**config.mk**
```make
export PLATFORM = sky130hd
export DESIGN_NAME = boot_config_word1_decode
export DESIGN_NICKNAME = d
export VERILOG_FILES = /design/src/include/boot_cfg1_pkg.sv /design/src/rtl/boot_config_word1_decode.sv
export VERILOG_INCLUDE_DIRS = /design/src /design/src/include
export SDC_FILE = /design/constraint.sdc
export NUM_CORES = 1
export LEC_CHECK = 0
export ABC_AREA = 1
export BUFFER_PORTS_ARGS = -buffer_cell sky130_fd_sc_hd__buf_2
export CORE_MARGIN = 3
export CORE_UTILIZATION = 51
export DETAILED_ROUTE_END_ITERATION = 8
export GPL_ROUTABILITY_DRIVEN = 0
export GPL_TIMING_DRIVEN = 0
export PLACE_DENSITY = 0.81
export SYNTH_ARGS = -nofsm -noshare
export SYNTH_HDL_FRONTEND = slang
export SYNTH_SLANG_ARGS = --single-unit
```
**constraint.sdc**
```tcl
create_clock -name clk_in -period 2.06 [get_ports clk_in]
set_input_delay 0.103 -clock clk_in [delete_from_list [all_inputs] [get_ports clk_in]]
set_output_delay 0.103 -clock clk_in [all_outputs]
set_load 0.05 [all_outputs]
```
**src/include/boot_cfg1_cfg.svh**
```systemverilog
// Constants of the boot configuration word decoder: offsets, field positions, reset values, counts.
// Assumes inclusion by bare name from the package and the testbench.
`ifndef BOOT_CFG1_CFG_SVH
`define BOOT_CFG1_CFG_SVH

// ==========================================================================
// Register byte offsets
`define CFG_OFS_WORD_ONE 4'h0
`define CFG_OFS_PART_ID 4'h4
`define CFG_OFS_SERIAL_LO 4'h8
`define CFG_OFS_SERIAL_HI 4'hc
`define CFG_OFS_STATUS 4'h0

// ==========================================================================
// Field positions
`define CFG_WDT_MSB 20
`define CFG_WDT_LSB 16
`define CFG_FAIL_MON_BIT 15
`define CFG_CLK_SW_BIT 14
`define CFG_RSVD_MSB 13
`define CFG_RSVD_LSB 11
`define CFG_CLKOUT_DIS_BIT 10
`define CFG_POSC_MSB 9
`define CFG_POSC_LSB 8
`define CFG_TWO_SPEED_BIT 7
`define CFG_SOSC_BIT 6
`define CFG_DMT_MSB 5
`define CFG_DMT_LSB 3

// ==========================================================================
// Values
`define CFG_WDT_MAX_CODE 5'h14
`define CFG_WORD_RESET 32'hffffffff
`define CFG_DATA_RESET 32'h00000000
`define CFG_PART_ID_DEFAULT 32'h0a5a0001
`define CFG_LOAD_WAIT_CYCLES 4'h2

`endif

```
**src/include/boot_cfg1_pkg.sv**
```systemverilog
// Types of the boot configuration word decoder.
// Assumes the constants header is on the include path.
`include "boot_cfg1_cfg.svh"

package boot_cfg1_pkg;

  typedef enum logic [1:0] {
    posc_disabled_mode,
    high_speed_crystal_mode,
    posc_reserved_mode,
    external_clock_input_mode
  } posc_mode_type;

  typedef enum logic [1:0] {
    st_wait,
    st_load,
    st_hold
  } load_state_type;

  typedef struct packed {
    logic [4:0] watchdog_postscale_sel;
    logic [20:0] watchdog_ratio_log2;
    logic clk_fail_monitor_en;
    logic clk_switch_en;
    logic clk_out_disable;
    logic clock_output_en;
    posc_mode_type primary_osc_mode;
    logic two_speed_startup_en;
    logic secondary_osc_en;
    logic [2:0] deadman_window_sel;
    logic [7:0] deadman_window_num;
    logic [7:0] deadman_window_den;
  } settings_type;

  typedef struct packed {
    logic [3:0] address;
    logic read;
    logic write;
    logic [31:0] writedata;
  } avalon_req_type;

endpackage

```
**src/rtl/boot_config_word1_decode.sv**
```systemverilog
// Decoder of the second boot configuration word into static settings, plus read-only id registers.
// Assumes config words arrive synchronous to clk_in from the boot flash reader.
`timescale 1ns/1ps
`default_nettype none

module boot_config_word1_decode
  import boot_cfg1_pkg::*;
#(
  parameter logic [31:0] part_revision_id_value = `CFG_PART_ID_DEFAULT // Arbitrary value
) (
  input wire logic clk_in,
  input wire logic rst_b_in,
  input wire logic clk_en_in,
  input wire logic [31:0] alias_word_one_in,
  input wire logic [31:0] boot1_word_one_in,
  input wire logic [31:0] boot2_word_one_in,
  input wire logic lower_alias_sel_boot2_in,
  input wire logic [31:0] serial_number_low_in,
  input wire logic [31:0] serial_number_high_in,
  input wire logic [3:0] avs_address_in,
  input wire logic avs_read_in,
  input wire logic avs_write_in,
  input wire logic [31:0] avs_writedata_in,
  output logic [31:0] avs_readdata_out,
  output logic avs_waitrequest_out,
  output logic cfg_valid_out,
  output settings_type settings_out
);

  typedef struct packed {
    load_state_type state;
    logic [3:0] wait_count;
    logic [31:0] word_one;
    logic [31:0] serial_lo;
    logic [31:0] serial_hi;
    settings_type settings;
    logic valid;
    logic [31:0] readdata;
    logic waitrequest;
  } state_type;

  state_type current;
  state_type next_current;
  avalon_req_type req;
  logic [31:0] chosen_word;
  settings_type decoded;

  // ==========================================================================
  // Source selection and field decode
  assign req = '{address: avs_address_in, read: avs_read_in, write: avs_write_in, writedata: avs_writedata_in};

  always_comb begin
    logic [4:0] wdt_code;
    logic [2:0] dmt_code;
    wdt_code = '0;
    dmt_code = '0;
    chosen_word = alias_word_one_in;
    if (lower_alias_sel_boot2_in) begin
      chosen_word = boot2_word_one_in;
    end else begin
      chosen_word = boot1_word_one_in;
    end
    wdt_code = chosen_word[`CFG_WDT_MSB:`CFG_WDT_LSB];
    if (wdt_code > `CFG_WDT_MAX_CODE) begin
      wdt_code = `CFG_WDT_MAX_CODE;
    end
    decoded = '0;
    decoded.watchdog_postscale_sel = wdt_code;
    decoded.watchdog_ratio_log2 = 21'h000001 << wdt_code;
    decoded.clk_fail_monitor_en = chosen_word[`CFG_FAIL_MON_BIT];
    decoded.clk_switch_en = chosen_word[`CFG_CLK_SW_BIT];
    decoded.clk_out_disable = chosen_word[`CFG_CLKOUT_DIS_BIT];
    unique case (chosen_word[`CFG_POSC_MSB:`CFG_POSC_LSB])
      2'h3: decoded.primary_osc_mode = posc_disabled_mode;
      2'h2: decoded.primary_osc_mode = high_speed_crystal_mode;
      2'h1: decoded.primary_osc_mode = posc_reserved_mode;
      2'h0: decoded.primary_osc_mode = external_clock_input_mode;
    endcase
    decoded.clock_output_en = !chosen_word[`CFG_CLKOUT_DIS_BIT] &&
      (decoded.primary_osc_mode == posc_disabled_mode ||
       decoded.primary_osc_mode == external_clock_input_mode);
    decoded.two_speed_startup_en = chosen_word[`CFG_TWO_SPEED_BIT];
    decoded.secondary_osc_en = chosen_word[`CFG_SOSC_BIT];
    dmt_code = chosen_word[`CFG_DMT_MSB:`CFG_DMT_LSB];
    decoded.deadman_window_sel = dmt_code;
    decoded.deadman_window_den = 8'h01 << dmt_code;
    decoded.deadman_window_num = (dmt_code == 3'h0) ? 8'h00 : ((8'h01 << dmt_code) - 8'h01);
  end

  // ==========================================================================
  // Load sequence and register bus
  always_comb begin
    next_current = current;
    next_current.waitrequest = 1'b1;
    unique case (current.state)
      st_wait: begin
        next_current.wait_count = current.wait_count + 4'h1;
        if (current.wait_count == `CFG_LOAD_WAIT_CYCLES) begin
          next_current.state = st_load;
        end
      end
      st_load: begin
        next_current.word_one = chosen_word;
        next_current.settings = decoded;
        next_current.serial_lo = serial_number_low_in;
        next_current.serial_hi = serial_number_high_in;
        next_current.valid = 1'b1;
        next_current.state = st_hold;
      end
      st_hold: begin
        // Answer each access one cycle after it is presented; writes are ignored
        if ((req.read || req.write) && current.waitrequest) begin
          next_current.waitrequest = 1'b0;
          next_current.readdata = '0;
          if (req.read) begin
            unique case (req.address)
              `CFG_OFS_WORD_ONE: next_current.readdata = current.word_one;
              `CFG_OFS_PART_ID: next_current.readdata = part_revision_id_value;
              `CFG_OFS_SERIAL_LO: next_current.readdata = current.serial_lo;
              `CFG_OFS_SERIAL_HI: next_current.readdata = current.serial_hi;
              default: next_current.readdata = '0;
            endcase
          end
        end
      end
      default: next_current.state = st_wait;
    endcase
  end

  always_ff @(posedge clk_in or negedge rst_b_in) begin
    if (!rst_b_in) begin
      current <= '0;
      current.state <= st_wait;
      current.waitrequest <= 1'b1;
    end else if (clk_en_in) begin
      current <= next_current;
    end
  end

  assign avs_readdata_out = current.readdata;
  assign avs_waitrequest_out = current.waitrequest;
  assign cfg_valid_out = current.valid;
  assign settings_out = current.settings;

endmodule

`default_nettype wire

```
# Word level (Yosys, flattened, before mapping)
# Index checks and enable logic that the tools add are counted.
[word_totals] register_bits=189
[classes] n_eq_ne=11 mux=10 order_cmp=1 n_shift=2 n_addsub=2 bitwise_logic=1 n_reduce_logical=14
[ops] operator="one-hot mux 32 bit (4 select lines)" n=1
[ops] operator="2-to-1 mux 32 bit" n=2
[ops] operator="left shift 1 x 5 -> 21 bit, first input constant" n=1
[ops] operator="== test 2 bit, second input constant" n=4
[ops] operator="== test 4 bit, second input constant" n=2
[ops] operator="2-to-1 mux 8 bit" n=1
[ops] operator="one-hot mux 2 bit (4 select lines)" n=1
[ops] operator="left shift 1 x 3 -> 8 bit, first input constant" n=1
[ops] operator="subtractor 8 x 1 -> 8 bit, second input constant" n=1
[ops] operator="zero test 2 bit" n=3
[ops] operator="one-hot mux 2 bit (3 select lines)" n=1
[ops] operator="AND reduction 3 bit" n=2
[ops] operator="> comparator 5 bit, second input constant" n=1
[ops] operator="2-to-1 mux 5 bit" n=1
[ops] operator="adder 4 x 1 -> 4 bit, second input constant" n=1
[ops] operator="== test 2 x 1 -> 1 bit, second input constant" n=2
[ops] operator="== test 4 x 2 -> 1 bit, second input constant" n=1
[ops] operator="== test 4 x 3 -> 1 bit, second input constant" n=1
[ops] operator="zero test 4 bit" n=1
[ops] operator="AND reduction 2 bit" n=2
[ops] operator="zero test 3 bit" n=1
[ops] operator="logical AND 1 bit" n=2
[ops] operator="logical OR 1 bit" n=2
[ops] operator="2-to-1 mux 1 bit" n=2
[ops] operator="4 further kinds" n=4

# Longest topological paths before layout
[logic_depth] word_depth=6 ltp_mapped=11

# Worst setup path after synthesis
# Ideal clock, no wire load.
[synth_path] kind="reg2reg" startpoint="register current, in the netlist avs_waitrequest_out" endpoint="register current, in the netlist avs_readdata_out[10]" arrival_time_ps=1400 synth_period_minus_slack_ps=1466 stages_incl_launch_ff=6 slack_ps=594 path_cell_list="dfstp_2 o2111ai_2 nor2_2 buf_2 nand2_1 nand2_1"
[synth_via] elab_chain_cells=2
[synth_rtl] element="from (decl)" line_no="boot_config_word1_decode.sv:42" source="state_type current;"
[synth_rtl] element="from (signal assigned)" line_no="boot_config_word1_decode.sv:136" source="current <= next_current;"
[synth_rtl] element="logical AND 1 bit" line_no="boot_config_word1_decode.sv:112" source="if ((req.read || req.write) && current.waitrequest) begin"
[synth_rtl] element="AND reduction 3 bit (no source line)"
# No other way between the ends.
# A chain may end at the register's enable or synchronous reset.

# Worst setup path after layout
[layout_path] startpoint="register current[188] in the netlist's numbering" endpoint="register current[141] in the netlist's numbering"
[layout_via] elab_chain_cells=2
[layout_rtl] element="== test 2 x 1 -> 1 bit" line_no="boot_config_word1_decode.sv:95" source="unique case (current.state)"
[layout_rtl] element="AND reduction 2 bit (no source line)"
# No other way between the ends.

==> results.md <==
* Status: finished, final reports clean
* Die height at 135 µm
* CTS clk-pin slew, worst paths at about 70 ps
* Share of layout cells above drive strength 1 at between 20 and 30%
* Die X at 135 µm
* Grt ovf at 0
* Hpwl dp at 17,700 µm
* Worst-case reg-to-reg path depth at 7
* Final setup fails at 0
* Tmin final at approximately 1900 ps
* Top cell type's share of synthesized area at 53.4%
* Clock skew at 14.5 ps
* Dominant synthesized flop cell: dfrtp_1
* Post-placement cell area at 9860 µm²
* MaxCap Viol Count at 0
* Crit. End Element: flip-flop
* #FFs+latches synth at 181
* Largest net degree at the start of global routing at 107
* Relative slew slack at 46.9%
* H-tree depth at 4
* Ys Warns at 0
* Mapped Area at between 8000 and 9000 µm²
* Ys async rst share at 100%
* Syn Nets at 1,237
* Gr usage total at 31.4%
* Post-CTS Resized at 0
* I/O Pins at 289
* Final worst path period share at 92.3%
* Commonest cells post-synth: nand2_1, dfrtp_1, buf_4
* Die ar. at 18,100 µm²
* Crit path DAT at 2270 ps
* Vias in the first global route at 8,740
* CP endpoint: current[141]
* Unrepaired setup endpoints after global routing: no
* Reg2reg start: current[188]
* Leakage at 6.37 nW
* Startpoint Class: flip-flop
* DR vias at 8,309
* CTS max path bufs at 2
* Initial Utilization at 52.6%
* Slew @ Worst Pin at 796 ps
* Seq/Total Area, Yosys at between 50% and 60%
* Peak VDD IR at 0.715 mV
* Setup crit start: current[188]
* Cell taking the most area after synthesis: dfrtp_1
* Port Buf Inserts at 223
* Layout area overhead at 37.7%
* R2r setup slk at 160 ps
* Core ar. at 16,100 µm²
* Max Clk Rate at 0.526 GHz
* Clock buffer count from CTS at 17
* Avg WL per Cell at around 17 µm
* Worst slack, placed at 21.6 ps
* Post-synth EDFFs at 0
* Via density at 5.14
* Nets@finish at 1,590
* Clk sinks at approximately 180
* Final Max Tran Viols at 0
* Count of different cell masters after synthesis at 37
* Reg2Reg Capture Point: current[141]
* Power Dens Cells at around 1200 nW/µm²
* Antenna violations before repair at 1
* Synth Instances at between 1,000 and 1,500
* Residual DRC at 0
* Setup TNS at 0 ps
* CP max FO at 10
* Row count at between 40 and 50
* DRT Pass-1 Iters at 6
* CTS root buf: clkbuf_16
* Post-DRT Antenna Nets at 0
* Required time of the worst setup path at 2430 ps
* Hold Fails Final Rpt at 0
* Synth area leaders: dfrtp_1, nand2_1, buf_4, o21ai_0, inv_1
* Most frequent cell after synthesis: nand2_1
* Final worst setup slack at 158 ps
* Min-delay worst type: primary input to flip-flop
* CTS tree: done
* Iteration-0 DRC count of the detailed router at between 700 and 800
* Final WL at 28,000 µm
* Design area at 11,600 µm²
* Global-route wire length before repair at 44,300 µm
* Skew-Pair Late Insertion Delay at 430 ps
* Syn_area_per_cell at between 8 and 9 µm²
* Hold depth at 4
* Setup CP Type: flip-flop to flip-flop
==> cells by family after synthesis <==
family / after synthesis / synth area share [%]
xor gates and xnor gates: 4 / 0.415
DFF: 181 / 53.7
and+or+nand+nor: 569 / 26.4
muxes: 1 / 0.119
AOI/OAI and AO/OA: 102 / 7.03
adders and majority gates: 2 / 0.296
buffers and inverters: 174 / 12.0
==> flip-flops by register name (all words and copies together), names as in the netlist <==
| name | cells |
|---|---|
| current | 102 |
| settings_out | 45 |
| avs_readdata_out | 32 |
| avs_waitrequest_out | 1 |
| cfg_valid_out | 1 |
==> per-stage QoR <==
stage          power (mW)  hold WS, ps  cells  utilization [%]
6_report             13.5         18.7   1617             72.4
5_1_grt              14.2         52.3   1615             72.4
4_1_cts              13.4         15.8   1612             72.2
3_5_place_dp         9.70          117   1473             61.4
3_3_place_gp         9.54          305   1472             61.2
2_1_floorplan        8.52         -193   1033                -
==> critical path, cell delays in order (launching register included) <==
cell and delay (ps):
dfrtp_1 460, nor3_4 80, buf_12 140, inv_2 160
buf_2 280, buf_1 450, nand2_1 150, nand2_1 110
==> report_power, final <==
group	internal [mW]	switching [mW]	total [mW]
Combinational	1.56	2.82	4.37
Clock	2.18	1.39	3.57
Sequential	4.78	0.781	5.56
Total	8.51	4.98	13.5
==> cell type report <==
| cell class | instances | area (µm²) |
|---|---|---|
| Tap cell | 216 | 270 |
| Inverter | 45 | 169 |
| Fill cell | 1171 | 4430 |
| Antenna cell | 3 | 7.51 |
| Clock inverter | 12 | 201 |
| Clock buffer | 19 | 443 |
| Multi-Input combinational cell | 678 | 2900 |
| Timing Repair Buffer | 334 | 2260 |
| Sequential cell | 181 | 4530 |
| Buffer | 129 | 845 |
==> per-layer routing <==
metal	share of wire, %	global-route usage (%)	vias to the layer above
met2	49	51.9	407
met4	3.9	13.5	0
met1	40	39.8	3937
met3	6.8	7.41	105
met5	0	0	-
li1	-	-	3860
==> worst min path at each step <==
stage,start,to
5_1_grt,boot1_word_one_in[5],settings_out[6]
4_1_cts,boot1_word_one_in[10],settings_out[23]
6_report,boot1_word_one_in[10],settings_out[23]
3_5_place_dp,rst_b_in,avs_readdata_out[23]
2_1_floorplan,rst_b_in,avs_readdata_out[0]
3_3_place_gp,serial_number_low_in[5],current[124]
==> layout by cell type, fill, tap and decap left out, types with 3 or more instances in the layout <==
cell type / count
a21oi_1: 4
a31oi_1: 21
buf_1: 4
buf_2: 243
buf_4: 88
bufinv_16: 5
clkbuf_1: 17
clkbuf_16: 17
dfrtp_1: 180
diode_2: 3
dlygate4sd3_1: 108
inv_1: 40
inv_2: 5
nand2_1: 487
nand3_1: 24
nand4_1: 7
nor2_1: 40
nor2_2: 3
o211ai_1: 9
o21ai_0: 42
o21ai_1: 16
xor2_1: 3
==> what timing repair did <==
action                     4_1_cts  5_1_grt
hold endpoints to repair       162        0
pin swaps                        1        1
hold buffers                   108        0
buffers inserted                 0        2
gates cloned                     0        0
setup endpoints to repair        1       31
Power figures use the tool's default switching activity.
